==> src/fec_pkg.sv <==
// Shared constants and carrier types of the flash command controller.
// Assumes a 50 MHz ref_clk and a byte-wide flash device on an async strobe bus.
package fec_pkg;

   // ----------------------------------------------------------------------
   // Register map (byte addresses)
   // ----------------------------------------------------------------------
   localparam logic [7:0] REG_CTRL   = 8'h00;
   localparam logic [7:0] REG_ADDR   = 8'h04;
   localparam logic [7:0] REG_DATA   = 8'h08;
   localparam logic [7:0] REG_STATUS = 8'h0C;

   // Control field: operation code in bits 3:0, written to start
   localparam int CTRL_OP_LSB = 0;
   localparam int CTRL_OP_MSB = 3;

   // Status field positions
   localparam int ST_BUSY    = 0;
   localparam int ST_OK      = 1;
   localparam int ST_FAIL    = 2;
   localparam int ST_REFUSED = 3;
   localparam int ST_LOCKED  = 4;
   localparam int ST_WINDOW  = 5;
   localparam int ST_ERASING = 6;
   localparam int ST_SUSPEND = 7;
   localparam int ST_RD_LSB  = 8;
   localparam int ST_RD_MSB  = 15;

   // Reset values
   localparam logic [16:0] ADDR_RST = 17'h00000;
   localparam logic [7:0]  DATA_RST = 8'h00;

   // ----------------------------------------------------------------------
   // Flash command codes and status bit positions
   // ----------------------------------------------------------------------
   localparam logic [7:0] CMD_SETUP_ERASE = 8'h80;
   localparam logic [7:0] CMD_SECTOR      = 8'h30;
   localparam logic [7:0] CMD_RESUME      = 8'h30;
   localparam logic [7:0] CMD_SUSPEND     = 8'hB0;
   localparam logic [7:0] CMD_PROGRAM     = 8'hA0;
   localparam logic [7:0] CMD_RESET       = 8'hF0;

   localparam int DATA_POLL_BIT     = 7;
   localparam int TOGGLE_STATUS_BIT = 6;
   localparam int TIME_LIMIT_FLAG   = 5;
   localparam int ERASE_WINDOW_FLAG = 3;

   // ----------------------------------------------------------------------
   // Timing
   // ----------------------------------------------------------------------
   localparam int CLK_MHZ        = 50;
   localparam int LOAD_WINDOW_US = 30;
   localparam int LOAD_WINDOW_CYC = LOAD_WINDOW_US * CLK_MHZ;
   localparam int WIN_MARGIN_CYC = 64;
   localparam logic [10:0] WIN_LIMIT = 11'(LOAD_WINDOW_CYC - WIN_MARGIN_CYC);
   localparam logic [10:0] WIN_END   = 11'(LOAD_WINDOW_CYC - 1);

   // ----------------------------------------------------------------------
   // Types
   // ----------------------------------------------------------------------
   typedef enum logic [3:0] {
      FEC_OP_READ    = 4'h0,
      FEC_OP_PROGRAM = 4'h1,
      FEC_OP_ERASE   = 4'h2,
      FEC_OP_ADD     = 4'h3,
      FEC_OP_SUSPEND = 4'h4,
      FEC_OP_RESUME  = 4'h5,
      FEC_OP_RESET   = 4'h6,
      FEC_OP_POLL    = 4'h7
   } fec_op_t;

   typedef struct packed {
      logic        wr;
      logic [16:0] addr;
      logic [7:0]  data;
   } fec_req_t;

   typedef struct packed {
      logic        chip_select_n;
      logic        output_enable_n;
      logic        write_strobe_n;
      logic [16:0] addr;
      logic [7:0]  dq_out;
      logic        dq_oe;
   } fec_pins_t;

endpackage : fec_pkg
==> src/fec_bus_cycle.sv <==
// One flash bus cycle: a write pulse or a read with synchronised capture.
// Assumes dq_in comes from the flash pins, asynchronous to ref_clk.
`timescale 1ns/1ps
module fec_bus_cycle #(
   parameter int WE_LOW_CYC = 3,
   parameter int HOLD_CYC   = 2,
   parameter int RD_CYC     = 5
) (
   input  wire logic              ref_clk,
   input  wire logic              rst,
   input  wire logic              start,
   input  wire fec_pkg::fec_req_t req,
   input  wire logic [7:0]        dq_in,
   output fec_pkg::fec_pins_t     pins,
   output logic [7:0]             rdata,
   output logic                   done
);

   typedef enum logic [1:0] {BC_IDLE, BC_PULSE, BC_HOLD} fec_bc_state_t;

   fec_bc_state_t state;
   logic [7:0]    cnt;
   logic          is_wr;
   logic [7:0]    dq_meta;
   logic [7:0]    dq_sync;

   // Sync delay is added so the captured byte reflects the driven address
   wire [7:0] pulse_len = is_wr ? 8'(WE_LOW_CYC) : 8'(RD_CYC + 2);
   wire       last     = (cnt == pulse_len - 8'h01);

   always_ff @(posedge ref_clk)
   begin
      dq_meta <= dq_in;
      dq_sync <= dq_meta;
   end

   always_ff @(posedge ref_clk)
   begin
      done <= 1'b0;
      if (rst)
      begin
         state <= BC_IDLE;
         cnt   <= 8'h00;
         is_wr <= 1'b0;
         rdata <= 8'h00;
         pins  <= '{1'b1, 1'b1, 1'b1, 17'h00000, 8'h00, 1'b0};
      end
      else
      begin
         case (state)
            BC_IDLE:
               if (start)
               begin
                  // Start of cycle: select low; a write drops the strobe, a read drops output enable
                  is_wr                <= req.wr;
                  cnt                  <= 8'h00;
                  pins.addr            <= req.addr;
                  pins.dq_out          <= req.data;
                  pins.dq_oe           <= req.wr;
                  pins.chip_select_n   <= 1'b0;
                  pins.output_enable_n <= req.wr;
                  pins.write_strobe_n  <= ~req.wr;
                  state                <= BC_PULSE;
               end
            BC_PULSE:
            begin
               cnt <= cnt + 8'h01;
               if (last)
               begin
                  // Data and address stay put past the rising strobe edge
                  pins.write_strobe_n  <= 1'b1;
                  pins.output_enable_n <= 1'b1;
                  if (!is_wr)
                     rdata <= dq_sync;
                  cnt   <= 8'h00;
                  state <= BC_HOLD;
               end
            end
            default:
            begin
               cnt <= cnt + 8'h01;
               if (cnt == 8'(HOLD_CYC - 1))
               begin
                  pins.chip_select_n <= 1'b1;
                  pins.dq_oe         <= 1'b0;
                  done               <= 1'b1;
                  state              <= BC_IDLE;
               end
            end
         endcase
      end
   end

endmodule : fec_bus_cycle

==> src/fec_controller.sv <==
// Host-side controller for sector erase, suspend/resume and byte program.
// Assumes software on AXI4-Lite and a byte-wide flash on the pin bundle.
//
// Chosen here: register access over AXI4-Lite and the placing of the registers.
`timescale 1ns/1ps
module fec_controller #(
   parameter logic [16:0] UNLOCK_ADDR1 = 17'h00001,
   parameter logic [16:0] UNLOCK_ADDR2 = 17'h00002,
   parameter logic [7:0]  UNLOCK_DATA1 = 8'h01,
   parameter logic [7:0]  UNLOCK_DATA2 = 8'h02,
   parameter int          WE_LOW_CYC   = 3,
   parameter int          HOLD_CYC     = 2,
   parameter int          RD_CYC       = 5
) (
   input  wire logic          ref_clk,
   input  wire logic          rst,
   input  wire logic [7:0]    s_axi_awaddr,
   input  wire logic          s_axi_awvalid,
   output logic               s_axi_awready,
   input  wire logic [31:0]   s_axi_wdata,
   input  wire logic [3:0]    s_axi_wstrb,
   input  wire logic          s_axi_wvalid,
   output logic               s_axi_wready,
   output logic [1:0]         s_axi_bresp,
   output logic               s_axi_bvalid,
   input  wire logic          s_axi_bready,
   input  wire logic [7:0]    s_axi_araddr,
   input  wire logic          s_axi_arvalid,
   output logic               s_axi_arready,
   output logic [31:0]        s_axi_rdata,
   output logic [1:0]         s_axi_rresp,
   output logic               s_axi_rvalid,
   input  wire logic          s_axi_rready,
   input  wire logic [7:0]    dq_in,
   output fec_pkg::fec_pins_t flash
);

   typedef enum logic [1:0] {ST_IDLE, ST_ISSUE, ST_WAIT} fec_state_t;

   fec_state_t        state;
   fec_pkg::fec_op_t  op;
   logic [16:0]       addr_reg;
   logic [7:0]        data_reg;
   logic [2:0]        idx;
   logic [1:0]        phase;
   logic [7:0]        first_rd;
   logic [7:0]        last_rd;
   logic              bus_start;
   logic              ok;
   logic              fail;
   logic              refused;
   logic              locked;
   logic              erasing;
   logic              suspended;
   logic              window;
   logic [10:0]       win_cnt;
   logic              start_req;
   logic [3:0]        start_op;
   logic [7:0]        bus_rdata;
   logic              bus_done;
   fec_pkg::fec_req_t bus_req;

   // ----------------------------------------------------------------------
   // Command sequences
   // ----------------------------------------------------------------------
   function automatic fec_pkg::fec_req_t seq_word(input fec_pkg::fec_op_t o,
                                                 input logic [2:0] i,
                                                 input logic [16:0] a,
                                                 input logic [7:0] d);
      fec_pkg::fec_req_t r;
      r = '{1'b1, a, fec_pkg::CMD_SECTOR};
      case (o)
         fec_pkg::FEC_OP_PROGRAM:
            case (i)
               3'd0:    r = '{1'b1, UNLOCK_ADDR1, UNLOCK_DATA1};
               3'd1:    r = '{1'b1, UNLOCK_ADDR2, UNLOCK_DATA2};
               3'd2:    r = '{1'b1, UNLOCK_ADDR1, fec_pkg::CMD_PROGRAM};
               default: r = '{1'b1, a, d};
            endcase
         fec_pkg::FEC_OP_ERASE:
            case (i)
               3'd0, 3'd3: r = '{1'b1, UNLOCK_ADDR1, UNLOCK_DATA1};
               3'd1, 3'd4: r = '{1'b1, UNLOCK_ADDR2, UNLOCK_DATA2};
               3'd2:       r = '{1'b1, UNLOCK_ADDR1, fec_pkg::CMD_SETUP_ERASE};
               default:    r = '{1'b1, a, fec_pkg::CMD_SECTOR};
            endcase
         fec_pkg::FEC_OP_SUSPEND: r = '{1'b1, a, fec_pkg::CMD_SUSPEND};
         fec_pkg::FEC_OP_RESUME:  r = '{1'b1, a, fec_pkg::CMD_RESUME};
         fec_pkg::FEC_OP_RESET:   r = '{1'b1, a, fec_pkg::CMD_RESET};
         default:                 r = '{1'b1, a, fec_pkg::CMD_SECTOR};
      endcase
      return r;
   endfunction : seq_word

   wire [2:0] n_writes = (op == fec_pkg::FEC_OP_PROGRAM) ? 3'd4 :
                         (op == fec_pkg::FEC_OP_ERASE)   ? 3'd6 :
                         (op == fec_pkg::FEC_OP_READ ||
                          op == fec_pkg::FEC_OP_POLL)    ? 3'd0 : 3'd1;
   wire       needs_poll = (op == fec_pkg::FEC_OP_PROGRAM) ||
                           (op == fec_pkg::FEC_OP_SUSPEND) ||
                           (op == fec_pkg::FEC_OP_POLL);
   wire [2:0] next_idx   = idx + 3'd1;

   // Refusals keep the flash from seeing a sequence it would abort
   wire refuse_now =
      (start_op == fec_pkg::FEC_OP_PROGRAM &&
       (locked || (erasing && !suspended))) ||
      (start_op == fec_pkg::FEC_OP_ERASE && (locked || erasing)) ||
      (start_op == fec_pkg::FEC_OP_ADD && !window) ||
      (start_op == fec_pkg::FEC_OP_SUSPEND && (!erasing || suspended)) ||
      (start_op == fec_pkg::FEC_OP_RESUME && !suspended) ||
      (start_op == fec_pkg::FEC_OP_POLL && (!erasing || suspended)) ||
      (start_op > fec_pkg::FEC_OP_POLL);

   // Read phases drive the user address; status reads answer anywhere
   wire fec_pkg::fec_req_t cur_req = (phase == 2'd0) ?
      seq_word(op, idx, addr_reg, data_reg) : fec_pkg::fec_req_t'{1'b0, addr_reg, 8'h00};

   wire stopped    = (first_rd[fec_pkg::TOGGLE_STATUS_BIT] ==
                      bus_rdata[fec_pkg::TOGGLE_STATUS_BIT]);
   wire timed_out  = first_rd[fec_pkg::TIME_LIMIT_FLAG] &
                     bus_rdata[fec_pkg::TIME_LIMIT_FLAG];
   wire prog_match = (bus_rdata[7:6] == data_reg[7:6]);

   // ----------------------------------------------------------------------
   // AXI4-Lite slave
   // ----------------------------------------------------------------------
   wire aw_take = s_axi_awvalid && s_axi_wvalid && !s_axi_awready && !s_axi_bvalid;
   wire ar_take = s_axi_arvalid && !s_axi_arready && !s_axi_rvalid;
   wire wr_ctrl = aw_take && s_axi_awaddr == fec_pkg::REG_CTRL && s_axi_wstrb[0];
   wire wr_addr = aw_take && s_axi_awaddr == fec_pkg::REG_ADDR;
   wire wr_data = aw_take && s_axi_awaddr == fec_pkg::REG_DATA && s_axi_wstrb[0];
   wire known_w = (s_axi_awaddr == fec_pkg::REG_CTRL) ||
                  (s_axi_awaddr == fec_pkg::REG_ADDR) ||
                  (s_axi_awaddr == fec_pkg::REG_DATA);

   wire [31:0] status_word = {16'h0000, last_rd, suspended, erasing, window, locked,
                              refused, fail, ok, state != ST_IDLE};
   wire [31:0] rd_word;
   wire        rd_known;
   assign rd_known = (s_axi_araddr == fec_pkg::REG_CTRL) ||
                     (s_axi_araddr == fec_pkg::REG_ADDR) ||
                     (s_axi_araddr == fec_pkg::REG_DATA) ||
                     (s_axi_araddr == fec_pkg::REG_STATUS);
   assign rd_word  = (s_axi_araddr == fec_pkg::REG_CTRL)   ? {28'h0000000, op} :
                     (s_axi_araddr == fec_pkg::REG_ADDR)   ? {15'h0000, addr_reg} :
                     (s_axi_araddr == fec_pkg::REG_DATA)   ? {24'h000000, data_reg} :
                     (s_axi_araddr == fec_pkg::REG_STATUS) ? status_word : 32'h00000000;

   always_ff @(posedge ref_clk)
   begin
      if (rst)
      begin
         s_axi_awready <= 1'b0;
         s_axi_wready  <= 1'b0;
         s_axi_bvalid  <= 1'b0;
         s_axi_bresp   <= 2'h0;
         s_axi_arready <= 1'b0;
         s_axi_rvalid  <= 1'b0;
         s_axi_rresp   <= 2'h0;
         s_axi_rdata   <= 32'h00000000;
      end
      else
      begin
         s_axi_awready <= aw_take;
         s_axi_wready  <= aw_take;
         s_axi_arready <= ar_take;
         if (aw_take)
         begin
            s_axi_bvalid <= 1'b1;
            s_axi_bresp  <= known_w ? 2'h0 : 2'h2;
         end
         else if (s_axi_bready)
            s_axi_bvalid <= 1'b0;
         if (ar_take)
         begin
            s_axi_rvalid <= 1'b1;
            s_axi_rdata  <= rd_word;
            s_axi_rresp  <= rd_known ? 2'h0 : 2'h2;
         end
         else if (s_axi_rready)
            s_axi_rvalid <= 1'b0;
      end
   end

   assign start_req = wr_ctrl;
   assign start_op  = s_axi_wdata[fec_pkg::CTRL_OP_MSB:fec_pkg::CTRL_OP_LSB];

   // ----------------------------------------------------------------------
   // Sequencer
   // ----------------------------------------------------------------------
   always_ff @(posedge ref_clk)
   begin
      bus_start <= 1'b0;
      if (rst)
      begin
         state     <= ST_IDLE;
         op        <= fec_pkg::FEC_OP_READ;
         addr_reg  <= fec_pkg::ADDR_RST;
         data_reg  <= fec_pkg::DATA_RST;
         idx       <= 3'd0;
         phase     <= 2'd0;
         first_rd  <= 8'h00;
         last_rd   <= 8'h00;
         bus_req   <= '{1'b0, 17'h00000, 8'h00};
         {ok, fail, refused, locked, erasing, suspended, window} <= 7'h00;
         win_cnt   <= 11'h000;
      end
      else
      begin
         if (wr_addr && state == ST_IDLE)
            addr_reg <= s_axi_wdata[16:0];
         if (wr_data && state == ST_IDLE)
            data_reg <= s_axi_wdata[7:0];
         // Load window: flash closes it and begins the erase on expiry
         if (window)
         begin
            win_cnt <= win_cnt + 11'h001;
            if (win_cnt == fec_pkg::WIN_END)
               window <= 1'b0;
         end
         case (state)
            ST_IDLE:
               if (start_req)
               begin
                  if (refuse_now || (start_op == fec_pkg::FEC_OP_ADD &&
                                     win_cnt >= fec_pkg::WIN_LIMIT))
                     refused <= 1'b1;
                  else
                  begin
                     op      <= fec_pkg::fec_op_t'(start_op);
                     {ok, fail, refused} <= 3'b000;
                     idx     <= 3'd0;
                     phase   <= (start_op == fec_pkg::FEC_OP_READ ||
                                 start_op == fec_pkg::FEC_OP_POLL) ? 2'd1 : 2'd0;
                     state   <= ST_ISSUE;
                  end
               end
            ST_ISSUE:
            begin
               bus_req   <= cur_req;
               bus_start <= 1'b1;
               state     <= ST_WAIT;
            end
            default:
               if (bus_done)
               begin
                  state <= ST_ISSUE;
                  if (phase == 2'd0)
                  begin
                     if (next_idx < n_writes)
                        idx <= next_idx;
                     else if (needs_poll)
                        phase <= 2'd1;
                     else
                     begin
                        state <= ST_IDLE;
                        ok    <= 1'b1;
                        case (op)
                           fec_pkg::FEC_OP_ERASE, fec_pkg::FEC_OP_ADD:
                           begin
                              // Flash now runs zero-fill and erase on its own
                              erasing <= 1'b1;
                              window  <= 1'b1;
                              win_cnt <= 11'h000;
                           end
                           fec_pkg::FEC_OP_RESUME:
                              suspended <= 1'b0;
                           fec_pkg::FEC_OP_RESET:
                           begin
                              // Clears the lock left by a time-limit failure
                              {locked, erasing, suspended, window} <= 4'h0;
                           end
                           default:
                              ok <= 1'b1;
                        endcase
                     end
                  end
                  else if (phase == 2'd1)
                  begin
                     first_rd <= bus_rdata;
                     last_rd  <= bus_rdata;
                     if (op == fec_pkg::FEC_OP_READ)
                     begin
                        state <= ST_IDLE;
                        ok    <= 1'b1;
                     end
                     else
                        phase <= 2'd2;
                  end
                  else
                  begin
                     first_rd <= bus_rdata;
                     last_rd  <= bus_rdata;
                     if (stopped) // Toggle bit equal on two reads
                     begin
                        state <= ST_IDLE;
                        if (op == fec_pkg::FEC_OP_SUSPEND)
                        begin
                           // Suspend ends the window; flash reads when ready
                           suspended <= 1'b1;
                           window    <= 1'b0;
                           ok        <= 1'b1;
                        end
                        else if (op == fec_pkg::FEC_OP_PROGRAM)
                        begin
                           ok   <= prog_match;
                           fail <= !prog_match;
                        end
                        else
                        begin
                           ok      <= bus_rdata[fec_pkg::DATA_POLL_BIT];
                           fail    <= !bus_rdata[fec_pkg::DATA_POLL_BIT];
                           erasing <= 1'b0;
                        end
                     end
                     else if (timed_out) // Still toggling with limit flag
                     begin
                        state  <= ST_IDLE;
                        fail   <= 1'b1;
                        locked <= 1'b1;
                     end
                  end
               end
         endcase
      end
   end

   fec_bus_cycle #(
      .WE_LOW_CYC (WE_LOW_CYC),
      .HOLD_CYC   (HOLD_CYC),
      .RD_CYC     (RD_CYC)
   ) u_cycle (
      .ref_clk (ref_clk),
      .rst     (rst),
      .start   (bus_start),
      .req     (bus_req),
      .dq_in   (dq_in),
      .pins    (flash),
      .rdata   (bus_rdata),
      .done    (bus_done)
   );

endmodule : fec_controller

==> config.mk <==
export PLATFORM = sky130hd
export DESIGN_NAME = fec_controller
export DESIGN_NICKNAME = d
export VERILOG_FILES = /design/src/fec_pkg.sv /design/src/fec_bus_cycle.sv /design/src/fec_controller.sv
export SDC_FILE = /design/constraint.sdc
export NUM_CORES = 1
export LEC_CHECK = 0
export ABC_AREA = 1
export BUFFER_PORTS_ARGS = -buffer_cell sky130_fd_sc_hd__buf_2
export CORE_ASPECT_RATIO = 1.25
export CORE_MARGIN = 2
export CORE_UTILIZATION = 50
export CTS_CLUSTER_DIAMETER = 30
export DETAILED_ROUTE_END_ITERATION = 10
export GPL_TIMING_DRIVEN = 0
export HOLD_SLACK_MARGIN = 0.06
export PLACE_DENSITY_LB_ADDON = 0.05
export SETUP_SLACK_MARGIN = 0.4
export SYNTH_ARGS = -nofsm -noshare
export SYNTH_HDL_FRONTEND = slang
export SYNTH_SLANG_ARGS = --single-unit
export TNS_END_PERCENT = 30
==> constraint.sdc <==
create_clock -name ref_clk -period 2 [get_ports ref_clk]
set_clock_uncertainty 0.05 [all_clocks]
set_input_delay 0.6 -clock ref_clk [delete_from_list [all_inputs] [get_ports ref_clk]]
set_output_delay 0.6 -clock ref_clk [all_outputs]
set_load 0.01 [all_outputs]
==> flow_summary_export.csv, run 1 <==
group,metric,value,unit
layout,diodes,0,
routing,remaining_drc_errors,0,
global_routing,overflow,0,
layout,regArea,3570,µm²
min_path,min_path_type,"in2reg",
layout,stdcell_area,10100,µm²
yosys,yosysSeqAreaShare,45.9,%
worst_setup_path,worstPathRequired,2320,ps
status,outcome,"complete, no violations",
timing,slew_headroom,55.1,%
min_path,min_from,"dq_in[3]",
placed_design,placed_area,8620,µm²
worst_setup_path,setup.worst_path.start,"idx[1]$_SDFFE_PP0P_",
routing,ant_nets,0,
routing,wl_per_cell,15.8,µm
yosys,synthArstFlopShare,0,%
timing,fin_hold_ws,202,ps
yosys,yosys.area.top_type,"dfxtp_1",
worst_setup_path,critPathKind,"reg2reg",
die,core_area,15000,µm²
yosys,synth_cell_types,47,
layout,fillCellCount,1333,
routing,vias,7612,
clocking,clk_latency,440,ps
worst_setup_path,r2r-start,"idx[1]$_SDFFE_PP0P_",
die,start_util,51.4,%
timing,setup_viol,0,
yosys,ys_top_cells_by_area,"dfxtp_1 (46%), nand2_1 (8.6%), a21oi_1 (8.5%)",
yosys,yosys_warnings,0,
global_routing,grt_pass1_vias,6852,
worst_setup_path,ff2ff_path_depth,10,
die,die_x,115,µm
worst_setup_path,crit_arrival,2310,ps
clocking,numCtsBuffers,17,
global_routing,track_usage,26.0,%
layout,multi_input_area,3880,µm²
yosys,synth_top_area_share,45.9,%
die,chipHeight,143,µm
routing,dr.pass1.iters,7,
timing,drv_slew,0,
pwr,power_density,719,nW/µm²
layout,top_register,"u_cycle.pins",
pwr,p_leak,4.30,nW
layout,layout_common_cells,"dfxtp_1 (167), nand2_1 (155), a21oi_1 (125)",
worst_setup_path,crit_path_end_kind,"flip-flop",
yosys,synth_edf_count,0,
die,fp-row-count,50,
placed_design,port_buffers,101,
routing,first_iter_violations,520,
worst_setup_path,crit_fanout,6,
min_path,hold_depth,1,
timing,fin_setup_tns,0,ps
die,die_area,16500,µm²
global_routing,grt_first_pass_wirelength,33.7,mm
clocking,cts_buffer_depth,2,
timing,fmax,503,MHz
clocking,root_buffer,"clkbuf_16",
worst_setup_path,startpoint_type,"flip-flop",
routing,detail_route.wirelength,22.5,mm
layout,drive_above_1_share,27.8,%
layout,area_delta_synth_final,31.0,%
placed_design,dp_hpwl,15.5,mm
yosys,syn_avg_cell_area,7.47,µm²
timing,post-route-period-util,99.4,%
layout,reg_top3,"u_cycle.pins (29), bus_req (26)",
layout,largest_register_ffs,29,
placed_design,gp_congestion,0.975,
job,drv_cap,0,
yosys,synth_seq_cells,177,
global_routing,antenna_found_initial,0,
clocking,clk_pin_slew,70,ps
yosys,synth.cell_area,7720,µm²
clocking,cts_num_sinks,177,
yosys,syn_inst,1034,
clocking,cts_tree,"done",
layout,layout_commonest_cell,"dfxtp_1",
timing,worst_pin_slew,673,ps
clocking,h-tree-depth,4,
routing,via_per_inst,5.36,
timing,hold_viol,0,
layout,nNetsFinal,1304,
die,io-pin-count,137,
yosys,ys.flop_type,"dfxtp_1",
pwr,peakVddDrop,0.525,mV
timing,rsz0062_at_grt,"true",
global_routing,grt_max_degree,19,
timing,fin_crit,1990,ps
-- critical path, cell delays in order (launching register included) --
cell and delay (ps):
dfxtp_4 360, ha_4 160, ha_4 270, inv_4 40, ha_4 250, a21oi_4 210, nand3_4 170, buf_4 180
nand3_1 80, nand2_1 50, a21oi_1 110
-- final timing paths --
| kind | to | slack (ps) |
|---|---|---|
| hold reg to reg | u_cycle.dq_sync[0]$_DFF_P_ | 280 |
| setup / recovery | erasing$_SDFFE_PP0P_ | 10 |
| setup reg to reg | erasing$_SDFFE_PP0P_ | 10 |
| hold / removal | u_cycle.dq_meta[3]$_DFF_P_ | 200 |
-- cells by family (layout without fill, tap and decap cells) --
group | Yosys count | after routing | synth area share (%)
AOI/OAI and AO/OA | 270 | 270 | 18.4
xor gates and xnor gates | 7 | 7 | 0.794
adders and majority gates | 12 | 12 | 1.94
buffers and inverters | 167 | 355 | 9.54
DFF | 177 | 177 | 45.9
other | 1 | 17 | 0.0486
and+or+nand+nor | 400 | 400 | 23.4
-- report_power, final --
part           switching (mW)  internal (mW)  total, mW
logic                   0.205          0.129      0.333
registers              0.0129           3.54       3.55
clock network            1.57           1.81       3.39
total                    1.79           5.48       7.27
-- synth_stat cells, types with 2 or more instances --
library cell / number
ha_1: 12
o211ai_1: 3
nor3b_1: 4
nor3_2: 4
nand3b_1: 2
nor2_4: 5
inv_2: 9
buf_1: 2
nor2_2: 2
nor3_4: 2
buf_6: 3
nand3_2: 2
nand2_1: 176
a21oi_1: 131
nand4_1: 6
o221ai_1: 4
nor3_1: 11
xnor2_1: 4
nand2_2: 2
buf_4: 21
dfxtp_1: 177
o21ai_0: 104
o21ai_1: 14
nor2_1: 123
nand3_1: 51
a211oi_1: 5
a31oi_1: 2
xor2_1: 3
nor3b_2: 3
buf_2: 7
clkbuf_1: 25
o22ai_1: 2
inv_1: 99
-- per-stage QoR --
| step | setup slack, ps | utilization, % | cells | total power, mW |
|---|---|---|---|---|
| after global routing | -89.2 | 67.4 | 1420 | 7.48 |
| after CTS | 65.9 | 63.5 | 1389 | 7.29 |
| after floorplan | 200 | - | 1050 | 3.82 |
| final | 11.2 | 67.4 | 1420 | 7.27 |
| after global placement | -516 | 57.4 | 1333 | 3.94 |
| after detailed placement | -532 | 57.4 | 1333 | 3.95 |
-- what timing repair did --
action,in CTS,in global routing
pin swaps,15,41
setup buffers,23,28
hold buffers,0,0
gates resized for setup,36,98
endpoints found under the setup margin,149,168
gates cloned,1,3
-- final cells by class --
| type | count | area share [%] |
|---|---|---|
| Buffer | 58 | 3.92 |
| Clock buffer | 18 | 4.34 |
| Clock inverter | 14 | 1.56 |
| Inverter | 109 | 4.16 |
| Multi-Input combinational cell | 706 | 38.3 |
| Sequential cell | 177 | 35.3 |
| Tap cell | 182 | 2.25 |
| Timing Repair Buffer | 156 | 10.1 |
-- metal layers --
| metal | GRT usage (%) | part of all wire [%] |
|---|---|---|
| met5 | 0 | 0 |
| met4 | 10.1 | 4.2 |
| met3 | 4.67 | 5.5 |
| met2 | 45.6 | 50 |
| met1 | 31.4 | 40 |
No activity file was read; power rests on OpenSTA's default activity.
==> run 2, diff against run 1 <==
CORE_UTILIZATION = 51   (was 50)
RECOVER_POWER = 25   (was default)
SYNTH_HIERARCHICAL = 1   (was default)
==> run 2 against run 1 <==
Net effect:
- largest power group unchanged
- first-iteration DRC count up 23%
- synthesized area up 3.4%
- sequential power about the same
- sequential share of layout area down 0.56 points
==> flow_summary_export.csv, run 2 <==
group,metric,value,unit
timing,slew_headroom,51.1,%
routing,detail_route.wirelength,21.5,mm
routing,wl_per_cell,14.6,µm
layout,postLayoutCoreUtil,67.0,%
routing,ant_nets,0,
yosys,synth.most_common_cell,"dfxtp_1",
clocking,cts_num_sinks,177,
layout,reg_top3,"u_cycle/pins (29), bus_req (26)",
layout,diodes,0,
worst_setup_path,setup.worst_path.start,"idx[0]$_SDFFE_PP0P_",
clocking,clk_pin_slew,70,ps
placed_design,port_buffers,101,
worst_setup_path,crit_end,"win_cnt[10]$_SDFF_PP0_",
timing,rsz0062_at_grt,"true",
worst_setup_path,crit_buf_inv,2,
timing,hold_viol,0,
layout,top_register,"u_cycle/pins",
routing,dr.pass1.iters,6,
global_routing,overflow,0,
worst_setup_path,ff2ff_path_depth,10,
yosys,synth_top_area_share,44.4,%
clocking,clk_latency,440,ps
layout,multi_input_area,4100,µm²
worst_setup_path,critPathKind,"reg2reg",
timing,drv_slew,0,
worst_setup_path,path_common_cell,"ha_4",
yosys,yosysSeqAreaShare,44.4,%
pwr,swShare,25.3,%
worst_setup_path,max_stage_delay,360,ps
layout,drive_above_1_share,30.4,%
timing,setup_viol,0,
global_routing,antenna_found_initial,0,
layout,area_delta_synth_final,29.6,%
yosys,ys.flop_type,"dfxtp_1",
pwr,switchingPower,1.82,mW
pwr,peakVddDrop,0.609,mV
worst_setup_path,rr_endpoint,"win_cnt[10]$_SDFF_PP0_",
global_routing,grt_pass1_vias,6800,
timing,fin_setup_tns,0,ps
status,outcome,"complete, no violations",
job,drv_cap,0,
timing,fin_crit,1940,ps
yosys,synth_seq_cells,177,
die,fp-row-count,51,
worst_setup_path,crit_chain,"ha_4 > ha_4 > inv_4 > ha_4 > a21oi_4 > nand2_4 > nand4_1 > nand2_2 > buf_6 > nor3_2",
clocking,h-tree-depth,4,
worst_setup_path,crit_arrival,2260,ps
placed_design,dp_hpwl,15.4,mm
die,start_util,51.7,%
layout,layout_commonest_cell,"dfxtp_1",
timing,worst_pin_slew,734,ps
yosys,synth_cell_types,44,
yosys,synthArstFlopShare,0,%
die,io-pin-count,137,
timing,fmax,515,MHz
timing,post-route-period-util,97.1,%
worst_setup_path,worstPathRequired,2320,ps
yosys,yosys.area.top_type,"dfxtp_1",
clocking,numCtsBuffers,17,
die,die_area,16700,µm²
global_routing,grt_first_pass_wirelength,33.5,mm
yosys,syn_avg_cell_area,7.50,µm²
layout,regArea,3590,µm²
worst_setup_path,cp_slowest_cell,"dfxtp_4",
pwr,power_frac_seq,49.7,%
worst_setup_path,startpoint_type,"flip-flop",
yosys,ys_top_cells_by_area,"dfxtp_1 (44%), o21ai_0 (7.8%), nor2_1 (7.1%)",
pwr,clock_power_share,45.5,%
die,die_x,116,µm
yosys,netlist_top_cells_count,"dfxtp_1 (177), nor2_1 (150), nand2_1 (149)",
global_routing,grt_max_degree,20,
worst_setup_path,path_depth,10,
clocking,root_buffer,"clkbuf_16",
pwr,p_int,5.35,mW
layout,nNetsFinal,1325,
worst_setup_path,crit_fanout,5,
layout,layout_common_cells,"dfxtp_1 (152), nor2_1 (142), nand2_1 (131)",
die,core_area,15400,µm²
min_path,min_path_type,"in2reg",
clocking,cts_buffer_depth,2,
yosys,syn_inst,1065,
worst_setup_path,reg2reg_setup_slack,60,ps
die,chipHeight,144,µm
pwr,power_density,693,nW/µm²
pwr,comb_power_share,4.8,%
worst_setup_path,crit_path_end_kind,"flip-flop",
worst_setup_path,path_delay_family,"adder cells",
layout,fillCellCount,1431,
yosys,yosys_warnings,6,
routing,first_iter_violations,640,
yosys,synth_edf_count,0,
layout,largest_register_ffs,29,
worst_setup_path,r2r-start,"idx[0]$_SDFFE_PP0P_",
global_routing,track_usage,25.7,%
yosys,synth.cell_area,7990,µm²
routing,via_per_inst,5.18,
routing,vias,7623,
clocking,cts_tree,"done",
routing,remaining_drc_errors,0,
pwr,p_leak,4.31,nW
placed_design,gp_congestion,0.937,
==> run 2: power by group through the flow <==
stage | clock network (mW) | logic [mW] | registers [mW]
after floorplan | 0 | 0.181 | 3.65
after global placement | 0 | 0.312 | 3.64
after detailed placement | 0 | 0.313 | 3.65
after CTS | 3.31 | 0.318 | 3.56
after global routing | 3.45 | 0.383 | 3.56
final | 3.26 | 0.345 | 3.56
==> run 2: cell families after synthesis <==
kind of cell	after synthesis	share of synthesized area (%)
simple gates	409	23.9
compound gates	276	18.9
buf+inv	181	9.93
flops	177	44.4
fa+ha+maj	12	1.88
xor+xnor	9	0.987
other cells	1	0.0470
==> run 2: how the worst min path moves through the flow <==
stage,slack [ps],depth (start not counted),endpoint,start
2_1_floorplan,260,0,u_cycle/dq_sync[0]$_DFF_P_,u_cycle/dq_meta[0]$_DFF_P_
5_1_grt,190,1,u_cycle/dq_meta[4]$_DFF_P_,dq_in[4]
3_3_place_gp,260,0,u_cycle/dq_sync[4]$_DFF_P_,u_cycle/dq_meta[4]$_DFF_P_
3_5_place_dp,270,0,u_cycle/dq_sync[3]$_DFF_P_,u_cycle/dq_meta[3]$_DFF_P_
6_report,200,1,u_cycle/dq_meta[3]$_DFF_P_,dq_in[3]
4_1_cts,190,1,u_cycle/dq_meta[2]$_DFF_P_,dq_in[2]
==> run 2: layout make-up <==
class / instances / area share, %
Buffer: 57 / 3.57
Clock buffer: 18 / 4.15
Clock inverter: 14 / 1.45
Inverter: 124 / 4.62
Multi-Input combinational cell: 723 / 39.6
Sequential cell: 177 / 34.7
Tap cell: 212 / 2.56
Timing Repair Buffer: 146 / 9.27
==> run 2: through the flow <==
step	setup WS (ps)	hold slack, ps	cells	instance area [µm²]	power (mW)
floorplan	176	260	1081	8140	3.83
global placement	-114	262	1394	8910	3.96
detailed placement	-102	267	1394	8910	3.96
CTS	36.4	189	1449	9820	7.19
global route	-40.0	187	1471	10300	7.40
finish	57.4	204	1471	10300	7.17
==> run 2: layer usage <==
| layer | part of all wire, % | track usage [%] | wire length (µm) | vias to the layer above |
|---|---|---|---|---|
| met5 | 0 | 0 | 0 | - |
| met4 | 2.9 | 9.84 | 626 | 0 |
| met3 | 5.1 | 4.51 | 1090 | 51 |
| met2 | 50 | 44.1 | 10700 | 240 |
| met1 | 42 | 31.9 | 9070 | 3509 |
| li1 | - | - | - | 3823 |
==> run 2: repair_timing <==
| item | CTS | global route |
|---|---|---|
| pin swaps | 23 | 45 |
| resized for setup | 40 | 157 |
| hold buffers | 0 | 0 |
| gates cloned | 2 | 2 |
| endpoints found under the setup margin | 114 | 133 |
| setup buffers | 21 | 20 |
==> run 2: worst reg2reg max path, cell delays in order (launching register included) <==
cell	delay, ps
dfxtp_4	360
ha_4	160
ha_4	260
inv_4	30
ha_4	220
a21oi_4	230
nand2_4	100
nand4_1	110
nand2_2	100
buf_6	170
nor3_2	90
==> run 3, diff against run 2 <==
CORE_UTILIZATION = 56   (was 51)
clock period = 1.9 ns   (was 2 ns; I/O delays follow)
==> run 3 against run 2 <==
Net effect:
- the flow now finishes with violations (setup timing)
- sequential power is 5% higher
- worst hold slack worse by 29 ps
- global-route usage grew 2.5 points
- die area shrank 8.7%
- power increased by 9.6%
- critical path depth did not move
- wire length up 15%
- design area is 7.6% higher
- worst setup slack worse by 140 ps
- core utilization is 13 points higher
- register-to-register slack got worse by 140 ps
==> flow_summary_export.csv, run 3 (synthesis results as in run 2) <==
group,metric,value,unit
routing,ant_nets,0,
global_routing,grt_first_pass_wirelength,34.3,mm
routing,via_per_inst,5.62,
global_routing,grt_max_degree,21,
layout,postLayoutCoreUtil,80.2,%
die,chipHeight,138,µm
clocking,clk_latency,450,ps
timing,slew_headroom,47.1,%
worst_setup_path,max_stage_delay,360,ps
clocking,cts_tree,"done",
layout,multi_input_area,4340,µm²
global_routing,antenna_found_initial,0,
layout,layout_common_cells,"nor2_1 (124), nand2_1 (123), dfxtp_1 (115)",
die,start_util,57.6,%
placed_design,port_buffers,101,
layout,top_register,"u_cycle/pins",
clocking,root_buffer,"clkbuf_16",
timing,drv_slew,0,
layout,drive_above_1_share,38.6,%
worst_setup_path,startpoint_type,"flip-flop",
status,failed_checks,"setup timing",
routing,wl_per_cell,17.1,µm
timing,rsz0062_at_grt,"true",
clocking,numCtsBuffers,17,
die,die_x,111,µm
global_routing,overflow,0,
pwr,p_leak,4.49,nW
die,die_area,15200,µm²
routing,detail_route.wirelength,24.7,mm
worst_setup_path,worstPathRequired,2220,ps
layout,reg_top3,"u_cycle/pins (29), bus_req (26)",
timing,worst_pin_slew,793,ps
layout,nNetsFinal,1335,
worst_setup_path,reg2reg_setup_slack,-90,ps
pwr,power,7.85,mW
timing,fin_hold_ws,174,ps
worst_setup_path,crit_path_end_kind,"flip-flop",
global_routing,track_usage,28.2,%
timing,hold_viol,0,
worst_setup_path,path_delay_family,"adder cells",
timing,setup_viol,24,
placed_design,gp_congestion,0.902,
worst_setup_path,crit_buf_inv,2,
worst_setup_path,cp_slowest_cell,"dfxtp_4",
routing,dr.pass1.iters,8,
die,fp-row-count,48,
pwr,peakVddDrop,0.730,mV
job,drv_cap,0,
placed_design,pre_cts_slack,-167,ps
layout,diodes,0,
worst_setup_path,crit_chain,"ha_4 > ha_4 > inv_4 > ha_4 > a21oi_4 > nand2_4 > nand4_1 > nand2_2 > buf_6 > nor3_2",
clocking,ctsHoldBuffers,0,
timing,post-route-period-util,105,%
clocking,h-tree-depth,4,
die,core_area,13900,µm²
worst_setup_path,path_common_cell,"ha_4",
timing,fmax,503,MHz
routing,first_iter_violations,823,
timing,setup_slack,-87.5,ps
layout,finalNonFillerCells,1444,
die,io-pin-count,137,
layout,layout_commonest_cell,"nor2_1",
layout,largest_register_ffs,29,
worst_setup_path,critPathKind,"reg2reg",
global_routing,grt_pass1_vias,7031,
worst_setup_path,crit_fanout,5,
layout,area_delta_synth_final,39.4,%
layout,fillCellCount,967,
layout,regArea,3650,µm²
worst_setup_path,crit_arrival,2310,ps
clocking,clk_pin_slew,70,ps
clocking,cts_num_sinks,177,
placed_design,dp_hpwl,15.3,mm
pwr,power_density,706,nW/µm²
status,outcome,"finished, violations left",
timing,fin_crit,1990,ps
routing,vias,8118,
clocking,cts_buffer_depth,2,
routing,remaining_drc_errors,0,
placed_design,dpl.cell_count,1357,
min_path,min_path_type,"in2reg",
## run 3: changes by cell type in the layout (fill, tap and decap cells not counted), sizes merged
cell	previous run	this run
buf	180	188
inv	134	131
clkinv	4	6
bufinv	0	1
clkbuf	41	42
clkinvlp	0	1
## run 3: path summary, 6_finish.rpt
check,cells past startpoint,startpoint,endpoint
setup / recovery,10,idx[0]$_SDFFE_PP0P_,win_cnt[10]$_SDFF_PP0_
hold / removal,1,dq_in[1],u_cycle/dq_meta[1]$_DFF_P_
setup reg to reg,10,idx[0]$_SDFFE_PP0P_,win_cnt[10]$_SDFF_PP0_
hold reg to reg,0,u_cycle/dq_meta[0]$_DFF_P_,u_cycle/dq_sync[0]$_DFF_P_
## run 3: repair_timing
action	4_1_cts	5_1_grt
buffers inserted	23	27
endpoints found under the setup margin	166	187
pin swaps	76	74
gates cloned	3	2
gates resized for setup	186	169
## run 3: power by group
part / internal (mW) / switching [mW]
Clock: 1.93 / 1.77
Sequential: 3.73 / 0.0215
Combinational: 0.163 / 0.246
Total: 5.82 / 2.04
## run 3: area by class of cell
type                       count  share of cell area, %
multi-input combinational    723                   39.0
timing repair buffer         156                   12.4
clock inverter                15                   1.84
clock buffer                  17                   3.82
inverter                     124                   4.62
buffer                        57                   3.65
tap                          175                   1.97
sequential                   177                   32.8
## run 3: metal layers
| layer | wire length, µm | track usage, % |
|---|---|---|
| met5 | 0 | 0 |
| met4 | 1290 | 14.6 |
| met3 | 1660 | 5.15 |
| met2 | 12300 | 50.0 |
| met1 | 9390 | 32.8 |
## run 3: metrics by stage
step                area, µm²  setup TNS, ps
floorplan                8200              0
global placement         8920          -6640
detailed placement       8920          -6460
CTS                     10300           -342
global route            11100          -4110
finish                  11100          -1100
